## config.mk

```make
export PLATFORM = sky130hd
export DESIGN_NAME = label_applicator_sequencer
export DESIGN_NICKNAME = d
export VERILOG_FILES = /design/src/hdl/sequencer_pkg.sv /design/src/hdl/label_applicator_sequencer.sv
export SDC_FILE = /design/constraint.sdc
export NUM_CORES = 1
export LEC_CHECK = 0
export BUFFER_PORTS_ARGS = -buffer_cell sky130_fd_sc_hd__buf_2
export CAP_MARGIN = 10
export CORE_MARGIN = 8
export CORE_UTILIZATION = 45
export CTS_CLUSTER_DIAMETER = 40
export DETAILED_ROUTE_END_ITERATION = 7
export HOLD_SLACK_MARGIN = 0.03
export PLACE_DENSITY_LB_ADDON = 0.1
export SYNTH_ARGS = -nofsm -noshare
export SYNTH_HDL_FRONTEND = slang
export SYNTH_SLANG_ARGS = --single-unit
```

## constraint.sdc

```tcl
create_clock -name pclk -period 3.6 [get_ports pclk]
set_clock_uncertainty 0.15 [all_clocks]
set_input_delay 0.9 -clock pclk [delete_from_list [all_inputs] [get_ports pclk]]
set_output_delay 0.9 -clock pclk [all_outputs]
set_load 0.005 [all_outputs]
```

## src/hdl/sequencer_pkg.sv

```systemverilog
// Constants, encodings and lookups for the label applicator sequencer.
// Assumes a 100 MHz pclk and 32-bit APB register access.

package sequencer_pkg;

	// ----------------------------------------------------------------
	// Timing
	// ----------------------------------------------------------------
	localparam int CLK_PERIOD_NS   = 10;
	localparam int TICK_PERIOD_NS  = 1000000;
	localparam int TICK_CYCLES_DEF = TICK_PERIOD_NS / CLK_PERIOD_NS;
	localparam int PRE_W           = 20;
	localparam int MSW             = 17;

	// ----------------------------------------------------------------
	// Register offsets and fields
	// ----------------------------------------------------------------
	localparam logic [7:0] CTRL_OFS               = 8'h00;
	localparam logic [7:0] DWELL_TIME_OFS         = 8'h04;
	localparam logic [7:0] BLOW_TIME_OFS          = 8'h08;
	localparam logic [7:0] RESTART_DELAY_OFS      = 8'h0c;
	localparam logic [7:0] POSITION_LIMIT_OFS     = 8'h10;
	localparam logic [7:0] STROKE_COMP_OFS        = 8'h14;
	localparam logic [7:0] CONTACT_WAIT_LIMIT_OFS = 8'h18;
	localparam logic [7:0] STATUS_OFS             = 8'h1c;

	localparam int CTRL_TYPE_LSB  = 0;
	localparam int CTRL_APPLY_SF  = 4;
	localparam int CTRL_STAT_SEL  = 5;
	localparam int CTRL_TD_RISE   = 6;
	localparam int CTRL_SMODE_LSB = 7;
	localparam int CTRL_APPLIC    = 10;
	localparam int CTRL_SEQ_RST   = 11;
	localparam int STAT_POS_ERR   = 4;
	localparam int STAT_LOCKED    = 5;
	localparam int STAT_DISP_END  = 6;

	// ----------------------------------------------------------------
	// Values after reset and ranges, in ms
	// ----------------------------------------------------------------
	localparam logic [MSW-1:0] DWELL_DEF      = 17'h000c8;
	localparam logic [MSW-1:0] DWELL_TAMP_DEF = 17'h001f4;
	localparam logic [MSW-1:0] BLOW_DEF       = 17'h00032;
	localparam logic [MSW-1:0] BLOW_AIR_DEF   = 17'h0003c;
	localparam logic [MSW-1:0] RESTART_DEF    = 17'h00000;
	localparam logic [MSW-1:0] POSTO_DEF      = 17'h007d0;
	localparam logic [MSW-1:0] COMP_DEF       = 17'h00000;
	localparam logic [MSW-1:0] TDTO_DEF       = 17'h00000;
	localparam logic [MSW-1:0] MS_MAX         = 17'h1869f;
	localparam logic [MSW-1:0] MS_ZERO        = 17'h00000;
	localparam logic [MSW-1:0] DWELL_MIN      = 17'h00001;
	localparam logic [MSW-1:0] POSTO_MIN      = 17'h001f4;
	localparam logic [MSW-1:0] TDTO_MIN       = 17'h00064;
	localparam logic [MSW-1:0] MS_SAT         = 17'h1ffff;
	localparam logic           APPLIC_DEF     = 1'b1;

	// ----------------------------------------------------------------
	// Encodings
	// ----------------------------------------------------------------
	typedef enum logic [3:0] {
		AT_SENS_LIMIT          = 4'h0,
		AT_TIMED               = 4'h1,
		AT_TIMED_BLOW          = 4'h2,
		AT_SENS_TERM           = 4'h3,
		AT_LEGACY_BLOW         = 4'h4,
		REVERSE_WAIT_BLOW_TYPE = 4'h5,
		AT_DIRECT              = 4'h6,
		AT_REJECT_SEP          = 4'h7,
		AT_RING                = 4'h8,
		AT_AIR_BLOW            = 4'h9,
		AT_TAMP_TIMED          = 4'ha,
		AT_TAMP_SENSOR         = 4'hb,
		AT_TAMP_BO_TIMED       = 4'hc,
		AT_TAMP_BO_SENSOR      = 4'hd
	} appl_type_t;

	typedef enum logic [2:0] {
		SM_FALL      = 3'h0,
		SM_LEVEL_LOW = 3'h1,
		SM_RISE      = 3'h2,
		SM_LEVEL_HI  = 3'h3,
		SM_BOTH      = 3'h4
	} start_mode_t;

	typedef enum logic [3:0] {
		ST_IDLE      = 4'h0,
		ST_DISPENSE  = 4'h1,
		ST_COMP      = 4'h2,
		ST_EXTEND    = 4'h3,
		ST_BLOW      = 4'h4,
		ST_RETRACT   = 4'h5,
		ST_PARK_MOVE = 4'h6,
		ST_PARKED    = 4'h7
	} seq_state_t;

	// Which timers apply per type: {dwell, blow, restart, position}
	function automatic logic [3:0] type_caps(input appl_type_t t);
		unique case (t)
			AT_SENS_LIMIT:          type_caps = 4'h7;
			AT_TIMED:               type_caps = 4'hb;
			AT_TIMED_BLOW:          type_caps = 4'hf;
			AT_SENS_TERM:           type_caps = 4'h7;
			AT_LEGACY_BLOW:         type_caps = 4'h6;
			REVERSE_WAIT_BLOW_TYPE: type_caps = 4'hf;
			AT_DIRECT:              type_caps = 4'h2;
			AT_REJECT_SEP:          type_caps = 4'hf;
			AT_RING:                type_caps = 4'h7;
			AT_AIR_BLOW:            type_caps = 4'h6;
			AT_TAMP_TIMED:          type_caps = 4'hb;
			AT_TAMP_SENSOR:         type_caps = 4'h3;
			AT_TAMP_BO_TIMED:       type_caps = 4'hf;
			AT_TAMP_BO_SENSOR:      type_caps = 4'h7;
		endcase
	endfunction

endpackage

```

## src/hdl/label_applicator_sequencer.sv

```systemverilog
// Pneumatic label applicator sequencer with an APB register file.
// Assumes sensor and labeler inputs change slowly against pclk.
//
// Notes on behaviour
// - Software picks the applicator type; direct labelling after reset.
// - Sensor-limited tamp stops at touchdown; its vacuum holds the label meanwhile.
// - Timed tamp stays extended for the dwell time, then retracts home.
// - Timed tamp with blow blows after dwell, retracts after blow time.
// - Sensor-terminated tamp blows (if blow time is set) or retracts on touchdown, not after the dwell time.
// - Reverse type parks extended; start blows, retracts, dispenses, parks again.
// - Blow-on type blows the label across without any cylinder stroke.
// - Dwell, blow, restart and position timers apply per fixed type table.
// - Status select maps lines to vacuum/blow or dispense-end/warning.
// - Dispense-first: each accepted start dispenses and then applies a label.
// - Start-first: start applies the waiting label, then the next dispenses.
// - Dwell 1..99999 ms, default 200 or 500; own output while extended.
// - Blow time 0..99999 ms, default 50, or 60 for the air blow type.
// - Starts are ignored for the restart delay after each application.
// - Missing an end position within the position timeout flags an error.
// - Stroke compensation delay follows dispense end or start, by apply mode.
// - Touchdown event taken on the rising or falling sensor edge, selectable.
// - Touchdown wait limit acts as touchdown on expiry, no error raised.
// - Applicator logic acts only while applicator signalling mode is chosen.
// - Start input read as falling, rising, both edges, or low/high level.
//
// Decided for this implementation: the placing of the registers and the APB register port.

`timescale 1ns/1ns

module label_applicator_sequencer #(
	parameter int TICK_CYCLES = sequencer_pkg::TICK_CYCLES_DEF
) (
	// Clock and reset
	input  wire logic        pclk,
	input  wire logic        presetn,
	// APB slave
	input  wire logic [7:0]  paddr,
	input  wire logic        psel,
	input  wire logic        penable,
	input  wire logic        pwrite,
	input  wire logic [31:0] pwdata,
	output logic      [31:0] prdata,
	output logic             pready,
	output logic             pslverr,
	// Labeler side
	input  wire logic        start_in,
	input  wire logic        dispense_done_in,
	input  wire logic        warning_in,
	output logic             dispense_req,
	// Applicator sensors
	input  wire logic        touchdown_in,
	input  wire logic        home_pos_in,
	input  wire logic        end_pos_in,
	// Applicator valves and signal lines
	output logic             cylinder_extend,
	output logic             vacuum_out,
	output logic             blow_valve,
	output logic             dwell_out,
	output logic             status_line_a,
	output logic             status_line_b,
	output logic             position_error
);
	import sequencer_pkg::*;

	// ----------------------------------------------------------------
	// State
	// ----------------------------------------------------------------
	typedef struct packed {
		logic             start_s1;
		logic             start_s2;
		logic             start_s3;
		logic             td_s1;
		logic             td_s2;
		logic             td_s3;
		logic [PRE_W-1:0] pre;
		logic             tick;
		seq_state_t       state;
		logic [MSW-1:0]   ph_ms;
		logic [MSW-1:0]   pos_ms;
		logic [MSW-1:0]   lock_ms;
		logic             pos_err;
		appl_type_t       atype;
		logic             apply_sf;
		logic             stat_sel;
		logic             td_rise;
		start_mode_t      smode;
		logic             applic;
		logic [MSW-1:0]   dwell;
		logic [MSW-1:0]   blow;
		logic [MSW-1:0]   restart;
		logic [MSW-1:0]   posto;
		logic [MSW-1:0]   comp;
		logic [MSW-1:0]   tdto;
		logic [31:0]      prdata;
		logic             disp_req;
		logic             disp_end;
		logic             cyl;
		logic             vac;
		logic             blow_o;
		logic             dwell_o;
		logic             line_a;
		logic             line_b;
	} st_t;

	localparam st_t ST_RST = '{
		state:   ST_IDLE,
		atype:   AT_DIRECT,
		smode:   SM_FALL,
		applic:  APPLIC_DEF,
		dwell:   DWELL_DEF,
		blow:    BLOW_DEF,
		restart: RESTART_DEF,
		posto:   POSTO_DEF,
		comp:    COMP_DEF,
		tdto:    TDTO_DEF,
		default: '0
	};

	st_t r;
	st_t n;

	// ----------------------------------------------------------------
	// Helpers
	// ----------------------------------------------------------------
	function automatic logic addr_hit(input logic [7:0] a);
		addr_hit = (a == CTRL_OFS) || (a == DWELL_TIME_OFS) ||
			(a == BLOW_TIME_OFS) || (a == RESTART_DELAY_OFS) ||
			(a == POSITION_LIMIT_OFS) || (a == STROKE_COMP_OFS) ||
			(a == CONTACT_WAIT_LIMIT_OFS) || (a == STATUS_OFS);
	endfunction

	function automatic logic [MSW-1:0] ms_inc(input logic [MSW-1:0] v, input logic t);
		ms_inc = (t && v != MS_SAT) ? MSW'(v + 17'h00001) : v;
	endfunction

	function automatic logic [MSW-1:0] clamp(input logic [MSW-1:0] v,
			input logic [MSW-1:0] lo, input logic [MSW-1:0] hi);
		clamp = (v < lo) ? lo : ((v > hi) ? hi : v);
	endfunction

	function automatic logic is_timed(input appl_type_t t);
		is_timed = (t == AT_TIMED) || (t == AT_TIMED_BLOW) || (t == AT_REJECT_SEP) ||
			(t == AT_TAMP_TIMED) || (t == AT_TAMP_BO_TIMED);
	endfunction

	function automatic logic blow_only(input appl_type_t t);
		blow_only = (t == AT_LEGACY_BLOW) || (t == AT_AIR_BLOW);
	endfunction

	// ----------------------------------------------------------------
	// Next state
	// ----------------------------------------------------------------
	logic             start_ev;
	logic             td_ev;
	logic             locked;
	logic             wr;
	logic             seq_rst;
	logic             finish;
	logic [3:0]       caps;
	logic [MSW-1:0]   wv;
	seq_state_t       ns;
	appl_type_t       wtype;

	always_comb begin
		n = r;
		finish = 1'b0;
		caps = type_caps(r.atype);
		wv = pwdata[MSW-1:0];
		wtype = (pwdata[CTRL_TYPE_LSB+3:CTRL_TYPE_LSB] > 4'hd) ? AT_DIRECT :
			appl_type_t'(pwdata[CTRL_TYPE_LSB+3:CTRL_TYPE_LSB]);

		// Only s2/s3 feed the edge logic; s1 settles metastability
		n.start_s1 = start_in;
		n.start_s2 = r.start_s1;
		n.start_s3 = r.start_s2;
		n.td_s1 = touchdown_in;
		n.td_s2 = r.td_s1;
		n.td_s3 = r.td_s2;

		if (r.pre >= PRE_W'(TICK_CYCLES - 1)) begin
			n.pre = '0;
			n.tick = 1'b1;
		end else begin
			n.pre = PRE_W'(r.pre + 20'h00001);
			n.tick = 1'b0;
		end
		n.ph_ms = ms_inc(r.ph_ms, r.tick);
		n.pos_ms = ms_inc(r.pos_ms, r.tick);
		n.lock_ms = ms_inc(r.lock_ms, r.tick);

		unique case (r.smode)
			SM_LEVEL_LOW: start_ev = !r.start_s2;
			SM_RISE:      start_ev = r.start_s2 && !r.start_s3;
			SM_LEVEL_HI:  start_ev = r.start_s2;
			SM_BOTH:      start_ev = r.start_s2 != r.start_s3;
			default:      start_ev = !r.start_s2 && r.start_s3;
		endcase
		td_ev = r.td_rise ? (r.td_s2 && !r.td_s3) : (!r.td_s2 && r.td_s3);
		locked = caps[1] && (r.lock_ms < r.restart);

		// --------------------------------------------------------
		// Register writes
		// --------------------------------------------------------
		wr = psel && penable && pwrite && addr_hit(paddr);
		seq_rst = wr && (paddr == CTRL_OFS) && pwdata[CTRL_SEQ_RST];
		if (wr) begin
			unique case (paddr)
				CTRL_OFS: begin
					n.atype = wtype;
					n.apply_sf = pwdata[CTRL_APPLY_SF];
					n.stat_sel = pwdata[CTRL_STAT_SEL];
					n.td_rise = pwdata[CTRL_TD_RISE];
					n.smode = (pwdata[CTRL_SMODE_LSB+2:CTRL_SMODE_LSB] > 3'h4) ? SM_FALL :
						start_mode_t'(pwdata[CTRL_SMODE_LSB+2:CTRL_SMODE_LSB]);
					n.applic = pwdata[CTRL_APPLIC];
					// A new type reloads its own dwell and blow defaults
					if (wtype != r.atype) begin
						n.dwell = (wtype == AT_TAMP_TIMED) ? DWELL_TAMP_DEF : DWELL_DEF;
						n.blow = (wtype == AT_AIR_BLOW) ? BLOW_AIR_DEF : BLOW_DEF;
					end
				end
				DWELL_TIME_OFS:     n.dwell = clamp(wv, DWELL_MIN, MS_MAX);
				BLOW_TIME_OFS:      n.blow = clamp(wv, MS_ZERO, MS_MAX);
				RESTART_DELAY_OFS:  n.restart = clamp(wv, MS_ZERO, MS_MAX);
				POSITION_LIMIT_OFS: n.posto = clamp(wv, POSTO_MIN, MS_MAX);
				STROKE_COMP_OFS:    n.comp = clamp(wv, MS_ZERO, MS_MAX);
				CONTACT_WAIT_LIMIT_OFS:
					n.tdto = (wv == MS_ZERO) ? MS_ZERO : clamp(wv, TDTO_MIN, MS_MAX);
				STATUS_OFS:
					if (pwdata[STAT_POS_ERR]) begin
						n.pos_err = 1'b0;
					end
				default: ;
			endcase
		end

		// --------------------------------------------------------
		// Sequencer
		// --------------------------------------------------------
		ns = r.state;
		unique case (r.state)
			ST_IDLE: begin
				if (r.atype == REVERSE_WAIT_BLOW_TYPE) begin
					ns = ST_PARK_MOVE;
				end else if (start_ev && !locked) begin
					if (r.atype == AT_DIRECT || !r.apply_sf) begin
						ns = ST_DISPENSE;
					end else begin
						ns = ST_COMP;
					end
				end
			end
			ST_DISPENSE: begin
				if (dispense_done_in) begin
					if (r.atype == REVERSE_WAIT_BLOW_TYPE) begin
						ns = ST_PARK_MOVE;
					end else if (r.atype == AT_DIRECT || r.apply_sf) begin
						ns = ST_IDLE;
						n.lock_ms = (r.atype == AT_DIRECT) ? MS_ZERO : n.lock_ms;
					end else begin
						ns = ST_COMP;
					end
				end
			end
			ST_COMP: begin
				if (r.ph_ms >= r.comp) begin
					ns = blow_only(r.atype) ? ST_BLOW : ST_EXTEND;
				end
			end
			ST_EXTEND: begin
				if (is_timed(r.atype)) begin
					if (caps[0] && !end_pos_in && r.pos_ms >= r.posto) begin
						n.pos_err = 1'b1;
						ns = ST_RETRACT;
					end else if (r.ph_ms >= r.dwell) begin
						ns = (caps[2] && r.blow != MS_ZERO) ? ST_BLOW : ST_RETRACT;
					end
				end else if (td_ev || (r.tdto != MS_ZERO && r.ph_ms >= r.tdto)) begin
					ns = (caps[2] && r.blow != MS_ZERO) ? ST_BLOW : ST_RETRACT;
				end
			end
			ST_BLOW: begin
				if (r.ph_ms >= r.blow) begin
					if (blow_only(r.atype)) begin
						finish = 1'b1;
					end else begin
						ns = ST_RETRACT;
					end
				end
			end
			ST_RETRACT: begin
				if (home_pos_in || (caps[0] && r.pos_ms >= r.posto)) begin
					if (!home_pos_in) begin
						n.pos_err = 1'b1;
					end
					if (r.atype == REVERSE_WAIT_BLOW_TYPE) begin
						ns = ST_DISPENSE;
						n.lock_ms = MS_ZERO;
					end else begin
						finish = 1'b1;
					end
				end
			end
			ST_PARK_MOVE: begin
				if (end_pos_in || (caps[0] && r.pos_ms >= r.posto)) begin
					if (!end_pos_in) begin
						n.pos_err = 1'b1;
					end
					ns = ST_PARKED;
				end
			end
			ST_PARKED: begin
				if (r.atype != REVERSE_WAIT_BLOW_TYPE) begin
					ns = ST_RETRACT;
				end else if (start_ev && !locked) begin
					ns = ST_BLOW;
				end
			end
			default: ns = ST_IDLE;
		endcase
		if (finish) begin
			n.lock_ms = MS_ZERO;
			ns = r.apply_sf ? ST_DISPENSE : ST_IDLE;
		end
		if (!r.applic || seq_rst) begin
			ns = ST_IDLE;
		end
		n.state = ns;
		if (ns != r.state) begin
			n.ph_ms = MS_ZERO;
			n.pos_ms = MS_ZERO;
			n.pre = '0;
			n.tick = 1'b0;
		end

		// --------------------------------------------------------
		// Registered pin outputs, from the next state
		// --------------------------------------------------------
		n.disp_req = (ns == ST_DISPENSE);
		if (ns == ST_DISPENSE) begin
			n.disp_end = 1'b0;
		end else if (r.state == ST_DISPENSE && dispense_done_in) begin
			n.disp_end = 1'b1;
		end
		n.cyl = (ns == ST_EXTEND) || (ns == ST_PARK_MOVE) || (ns == ST_PARKED) ||
			(ns == ST_BLOW && !blow_only(r.atype));
		n.dwell_o = (ns == ST_EXTEND) && is_timed(r.atype);
		n.vac = (r.atype == AT_SENS_LIMIT) && r.applic && (ns == ST_IDLE ||
			ns == ST_DISPENSE || ns == ST_COMP || ns == ST_EXTEND);
		n.blow_o = (ns == ST_BLOW);
		n.line_a = r.stat_sel ? n.disp_end : n.vac;
		n.line_b = r.stat_sel ? warning_in : n.blow_o;

		// --------------------------------------------------------
		// Read data, captured in the setup phase
		// --------------------------------------------------------
		if (psel && !penable && !pwrite) begin
			unique case (paddr)
				CTRL_OFS: n.prdata = {20'h00000, 1'b0, r.applic, r.smode, r.td_rise,
					r.stat_sel, r.apply_sf, r.atype};
				DWELL_TIME_OFS:         n.prdata = {15'h0000, r.dwell};
				BLOW_TIME_OFS:          n.prdata = {15'h0000, r.blow};
				RESTART_DELAY_OFS:      n.prdata = {15'h0000, r.restart};
				POSITION_LIMIT_OFS:     n.prdata = {15'h0000, r.posto};
				STROKE_COMP_OFS:        n.prdata = {15'h0000, r.comp};
				CONTACT_WAIT_LIMIT_OFS: n.prdata = {15'h0000, r.tdto};
				STATUS_OFS: n.prdata = {25'h0000000, r.disp_end, locked, r.pos_err,
					r.state};
				default:                n.prdata = 32'h00000000;
			endcase
		end
	end

	// ----------------------------------------------------------------
	// Registers
	// ----------------------------------------------------------------
	always_ff @(posedge pclk or negedge presetn) begin
		if (!presetn) begin
			r <= ST_RST;
		end else begin
			r <= n;
		end
	end

	// Zero wait states: one access cycle always completes
	assign pready = 1'b1;
	assign pslverr = psel && penable && !addr_hit(paddr);
	assign prdata = r.prdata;
	assign dispense_req = r.disp_req;
	assign cylinder_extend = r.cyl;
	assign vacuum_out = r.vac;
	assign blow_valve = r.blow_o;
	assign dwell_out = r.dwell_o;
	assign status_line_a = r.line_a;
	assign status_line_b = r.line_b;
	assign position_error = r.pos_err;

endmodule // label_applicator_sequencer

```

==> flow_summary.json, run 1 <==
{
  "ys_ff_latch": 221,
  "placed_cell_area_mm2": 0.0153,
  "ctsHoldBuffers": 0,
  "ys_seq_area_share_pct": 39.1,
  "clk_latency_ns": 0.55,
  "drt_iter0_markers": 903,
  "crit_start": "r[163]",
  "h-tree-depth": 2,
  "cts_tree": "yes",
  "total_power_uw": 7180,
  "synthArstFlopShare_pct": 100,
  "seq_power_share_pct": 36.9,
  "drc": 0,
  "vdd_drop_max_uv": 313,
  "setup_viol": 0,
  "drv_slew": 0,
  "worst_slack_ns": 0.0722,
  "startpoint_type": "register",
  "clkPwrFrac_pct": 53.1,
  "vias_per_cell": 5.75,
  "status": "complete, no violations",
  "ioPinCount": 93,
  "final_cell_mix": "198 x dfrtp_1, 192 x nand2_1, 113 x o21ai_0",
  "routed_wl_um": 45000,
  "timing.fmax_mhz": 283,
  "power_leakage_uw": 0.00767,
  "rrSetupSlack_ns": 0.07,
  "nNetsFinal": 1849,
  "crit_type": "reg -> reg",
  "antennaDiodeCount": 0,
  "finalHoldWorstSlack_ns": 0.198,
  "grtUsageTotal_pct": 23.5,
  "numCtsBuffers": 42,
  "vias": 12199,
  "syn-instance-count": 1550,
  "antenna_found_initial": 1,
  "drive_gt1_share_pct": 21.3,
  "final_hold_viol_count": 0,
  "layout_commonest_cell": "dfrtp_1",
  "combPwrFrac_pct": 9.9,
  "fp.dieW_um": 194,
  "areaGrowthSynthToFinish_pct": 20.2,
  "ys_dominant_reg_cell": "dfrtp_1",
  "arrival_ns": 3.82,
  "r2r_cells": 12,
  "start_util_pct": 45.3,
  "gp_congestion": 0.954,
  "drv_cap": 0,
  "crit_required_ns": 3.89,
  "row_count": 65,
  "postLayoutCellArea_mm2": 0.0171,
  "yosys_warnings": 0,
  "hpwl_um": 34100,
  "numClockSinks": 221,
  "ant_nets": 0,
  "r2r_start": "r[163]",
  "die_h_um": 194,
  "clk_pin_slew_ns": 0.05,
  "endpoint": "r[185]",
  "cts_max_path_buffers": 3,
  "cts-root-buf": "clkbuf_16",
  "grt_max_degree": 79,
  "synth_area_mm2": 0.0142,
  "layout_min_cycle_time_ns": 3.53,
  "synth.avg_cell_area_um2": 9.16,
  "core_area_mm2": 0.0313,
  "grt_pass1_vias": 12077,
  "tightest_slew_ns": 0.934,
  "dieArea_mm2": 0.0375,
  "min_period_over_period_pct": 98.0,
  "io_buffer_count": 61,
  "power.density_mw_per_mm2": 420,
  "rsz0062_at_grt": "true",
  "switching_share_pct": 26.7,
  "p_int_uw": 5260,
  "post-route-util_pct": 54.5,
  "rr_endpoint": "r[185]",
  "worstSetupEndpointType": "register",
  "slew_headroom_pct": 37.7,
  "dp_slack_ns": 0.00462,
  "grt_first_pass_wirelength_um": 69500,
  "switching_power_uw": 1920,
  "grt_remaining_overflow": 0,
  "drt_first_pass_iters": 5,
  "synth_cell_types": 86,
  "worst-path-max-fanout": 7,
  "min_path_type": "in -> async",
  "synth_edf_count": 0,
  "wl_per_cell_um": 21.2
}
worst max-delay path: stages (launching register included):
cell and delay (ns):
dfrtp_1 0.42, ha_1 0.23, a21oi_4 0.19, o21ai_4 0.09
nor4_4 0.36, a21oi_4 0.13, mux2_4 0.32, or4_4 0.53
o211ai_4 0.24, a32oi_4 0.15, buf_12 0.17, clkbuf_16 0.16
nor4_2 0.27
registers in the layout (all words and copies together) (netlist names):
register,count
blow_valve,1
cylinder_extend,1
dispense_req,1
dwell_out,1
n,4
position_error,1
prdata,17
r,192
status_line_a,1
status_line_b,1
vacuum_out,1
power groups by stage:
stage               logic (uW)  registers (uW)  clock network (uW)
finish                     712            2650                3810
global route               788            2660                4000
CTS                        664            2650                3890
detailed placement         663            2690                   0
global placement           649            2690                   0
floorplan                  402            2670                   0
cell type report:
class	instances	area [um2]
fillers	2897	14200
inverters	115	432
well taps	402	503
clock buffers	48	1110
repair buffers	182	1380
clock inverters	27	268
flip-flops and latches	221	5560
multi-input cells	1126	7810
cell families after synthesis:
| family | synth area share [%] |
|---|---|
| AND/OR/NAND/NOR | 20.9 |
| AO/OA/AOI/OAI | 17.6 |
| flip-flops | 39.1 |
| buffers and inverters | 7.70 |
| adder cells (fa/ha/maj) | 9.70 |
| XOR/XNOR | 3.89 |
| multiplexers | 1.08 |
| other | 0.0529 |
synth_stat cells (6+ instances only):
| cell | instances | area, um2 |
|---|---|---|
| a211oi_1 | 10 | 75.1 |
| a21o_1 | 8 | 60.1 |
| a21oi_1 | 63 | 315 |
| a221oi_1 | 25 | 219 |
| a22o_1 | 15 | 131 |
| a22oi_1 | 12 | 90.1 |
| a31oi_1 | 21 | 131 |
| and2_1 | 7 | 43.8 |
| and3_1 | 27 | 169 |
| and4_1 | 8 | 70.1 |
| buf_1 | 6 | 22.5 |
| buf_2 | 6 | 30.0 |
| buf_4 | 37 | 278 |
| buf_6 | 7 | 78.8 |
| clkbuf_1 | 44 | 165 |
| dfrtp_1 | 206 | 5150 |
| dfstp_2 | 15 | 394 |
| ha_1 | 110 | 1380 |
| inv_1 | 115 | 432 |
| mux2_2 | 6 | 67.6 |
| mux2i_1 | 7 | 70.1 |
| nand2_1 | 193 | 724 |
| nand2b_1 | 12 | 75.1 |
| nand3_1 | 40 | 200 |
| nand4_1 | 24 | 150 |
| nor2_1 | 108 | 405 |
| nor2b_1 | 10 | 62.6 |
| nor3_1 | 30 | 150 |
| nor3b_1 | 6 | 45.0 |
| nor4_1 | 19 | 119 |
| nor4_2 | 44 | 551 |
| o2111ai_1 | 7 | 61.3 |
| o211ai_1 | 6 | 45.0 |
| o21ai_0 | 115 | 576 |
| o22ai_1 | 13 | 81.3 |
| o31ai_1 | 22 | 165 |
| xnor2_1 | 27 | 236 |
| xor2_1 | 36 | 315 |
through the flow:
step	std cells	TNS [ns]
after floorplan	1568	0
after global placement	2026	0
after detailed placement	2026	0
after CTS	2101	0
after global routing	2121	-0.451
final	2121	0
worst min-delay path by stage:
| stage | from | slack [ns] | endpoint |
|---|---|---|---|
| 2_1_floorplan | n[231] | 0.18 | n[230] |
| 3_3_place_gp | n[234] | 0.18 | n[233] |
| 3_5_place_dp | n[234] | 0.19 | n[233] |
| 4_1_cts | n[234] | 0.20 | n[233] |
| 5_1_grt | n[234] | 0.22 | n[233] |
| 6_report | presetn | 0.20 | prdata[14] |
timing repair:
item	CTS	global route
cloned	0	4
pin swaps	0	8
endpoints found under the setup margin	1	53
resized for setup	1	39
setup buffers	0	16
layer usage:
metal,vias up,track usage (%),share of wire [%]
li1,5806,-,-
met1,5923,30.1,43
met2,376,38.4,47
met3,94,4.79,6.4
met4,0,9.83,4.1
met5,-,0,0
(Power assumes the default switching activity.)
==> run 2: changes to the inputs <==
--- a/config.mk
+++ b/config.mk
@@ -13,6 +13,7 @@
 export DETAILED_ROUTE_END_ITERATION = 7
 export HOLD_SLACK_MARGIN = 0.03
 export PLACE_DENSITY_LB_ADDON = 0.1
+export REMOVE_ABC_BUFFERS = 1
 export SYNTH_ARGS = -nofsm -noshare
 export SYNTH_HDL_FRONTEND = slang
 export SYNTH_SLANG_ARGS = --single-unit
==> run 2 against run 1 <==
  * The run now ends with negative setup slack left
  * Total power increased by 8.1%
  * Sequential cell count unchanged
  * Combinational power increased by 3%
  * Die area unchanged
  * Via count increased by 3.0%
  * Clock power increased by 14%
  * Design area increased by 2.9%
  * Final cell count increased by 1.2%
  * First-iteration DRC count increased by 26%
  * Core utilization increased by 1.6 points
  * Maximum frequency decreased by 2.9%
  * Worst hold slack improved by 0.0034 ns
==> flow_summary.json, run 2 (same netlist as run 1, synthesis figures left out) <==
{
  "layout_commonest_cell": "dfrtp_1",
  "grt_first_pass_wirelength_um": 73000,
  "drt_iter0_markers": 1142,
  "cts_tree": "yes",
  "io_buffer_count": 61,
  "clk_latency_ns": 0.55,
  "critPathTopFamily": "simple AND/OR/NAND/NOR gates",
  "min_period_over_period_pct": 101,
  "die_h_um": 194,
  "power_leakage_uw": 0.00794,
  "regArea_mm2": 0.00555,
  "wl_per_cell_um": 22.1,
  "tightest_slew_ns": 0.979,
  "crit_required_ns": 3.88,
  "worstSetupEndpointType": "register",
  "timing.fmax_mhz": 275,
  "rsz0062_at_grt": "true",
  "arrival_ns": 3.91,
  "tns_ns": -0.507,
  "startpoint_type": "register",
  "drt_first_pass_iters": 5,
  "core_area_mm2": 0.0313,
  "row_count": 65,
  "final_hold_viol_count": 0,
  "cts_max_path_buffers": 3,
  "drive_gt1_share_pct": 23.2,
  "ctsHoldBuffers": 0,
  "cp_slowest_cell": "or4_4",
  "crit_type": "reg -> reg",
  "antenna_found_initial": 1,
  "ioPinCount": 93,
  "numClockSinks": 221,
  "largest_reg_flops": 192,
  "crit_buf_inv": 2,
  "grt_max_degree": 97,
  "power.density_mw_per_mm2": 442,
  "ant_nets": 0,
  "setup_viol": 21,
  "regMostFlops": "r",
  "grtUsageTotal_pct": 24.8,
  "worst_slack_ns": -0.0317,
  "cts-root-buf": "clkbuf_16",
  "slowest_delay_ns": 0.58,
  "vdd_drop_max_uv": 285,
  "slew_headroom_pct": 34.7,
  "vias_per_cell": 5.85,
  "start_util_pct": 45.3,
  "worst-path-max-fanout": 9,
  "gp_congestion": 0.928,
  "routed_wl_um": 47500,
  "numCtsBuffers": 44,
  "total_power_uw": 7760,
  "areaGrowthSynthToFinish_pct": 23.7,
  "vias": 12570,
  "min_path_type": "reg -> reg",
  "crit_chain": "inv_2 -> ha_4 -> a211oi_2 -> nor2_2 -> nor4_4 -> a21oi_4 -> mux2_4 -> or4_4 -> o21a_1 -> a32oi_4 -> clkbuf_16 -> nor4_2",
  "nNetsFinal": 1870,
  "antennaDiodeCount": 0,
  "violations": "negative setup slack",
  "hpwl_um": 35200,
  "drv_cap": 0,
  "grt_pass1_vias": 12386,
  "grt_remaining_overflow": 0,
  "drv_slew": 0,
  "fp.dieW_um": 194,
  "dieArea_mm2": 0.0375,
  "status": "finished, violations left",
  "fillerInstances": 2828,
  "clk_pin_slew_ns": 0.05,
  "drc": 0,
  "multiInputGateArea_mm2": 0.00788,
  "final_cell_mix": "204 x dfrtp_1, 193 x nand2_1, 120 x buf_4",
  "finalHoldWorstSlack_ns": 0.202,
  "layout_min_cycle_time_ns": 3.63,
  "h-tree-depth": 2
}
==> run 2: changes by cell type in the layout (fill, tap and decap cells not counted), moves of 6 or more <==
cell / previous run / this run
buf_4: 107 / 120
clkinv_4: 3 / 9
clkinvlp_4: 8 / 2
dfrtp_1: 198 / 204
dfrtp_2: 8 / 2
==> run 2: report_power, final <==
part / switching, uW / total (uW) / internal, uW
registers: 92.9 / 2670 / 2570
clock network: 1470 / 4360 / 2890
logic: 425 / 731 / 306
==> run 2: final cells by class <==
cell class                 instances  share of cell area (%)
inverter                         115                    2.46
clock buffer                      52                    6.97
timing repair buffer             201                    9.14
clock inverter                    30                    2.12
tap                              402                    2.86
sequential                       221                    31.6
multi-input combinational       1126                    44.8
==> run 2: timing repair <==
| item | CTS | global route |
|---|---|---|
| setup buffers | 0 | 12 |
| gates resized for setup | 5 | 46 |
| cloned | 0 | 4 |
| pin swaps | 0 | 22 |
| setup endpoints to repair | 52 | 58 |
==> run 2: final timing paths <==
kind	start	slack (ns)	end	cells after the start
min	n[234]	0.20	n[233]	0
min reg2reg	n[234]	0.20	n[233]	0
max in group asynchronous	presetn	2.24	r[150]	2
max reg2reg	r[97]	-0.03	r[179]	12
max	r[97]	-0.03	r[179]	12
min in group asynchronous	presetn	0.25	r[167]	1
==> run 2: per-layer routing <==
metal	wire length, um	vias up	track usage (%)
met5	0	-	0
met4	1730	0	8.92
met3	3240	93	4.04
met2	21500	452	39.0
met1	21000	6169	34.0
li1	-	5856	-
==> run 2: stage by stage <==
stage,cells,instance area [um2],utilization [%],worst slack [ns]
floorplan,1462,13600,-,-0.852
global placement,2049,15500,49.6,-0.0931
detailed placement,2049,15500,49.6,-0.113
CTS,2131,17200,54.8,-0.0138
global route,2147,17600,56.1,-0.154
finish,2147,17600,56.1,-0.0317
==> run 2: worst reg2reg max path, cell delays in order, from the launching register on <==
cell	delay [ns]
dfrtp_1	0.39
inv_2	0.09
ha_4	0.21
a211oi_2	0.21
nor2_2	0.09
nor4_4	0.34
a21oi_4	0.13
mux2_4	0.33
or4_4	0.58
o21a_1	0.22
a32oi_4	0.44
clkbuf_16	0.29
nor4_2	0.06
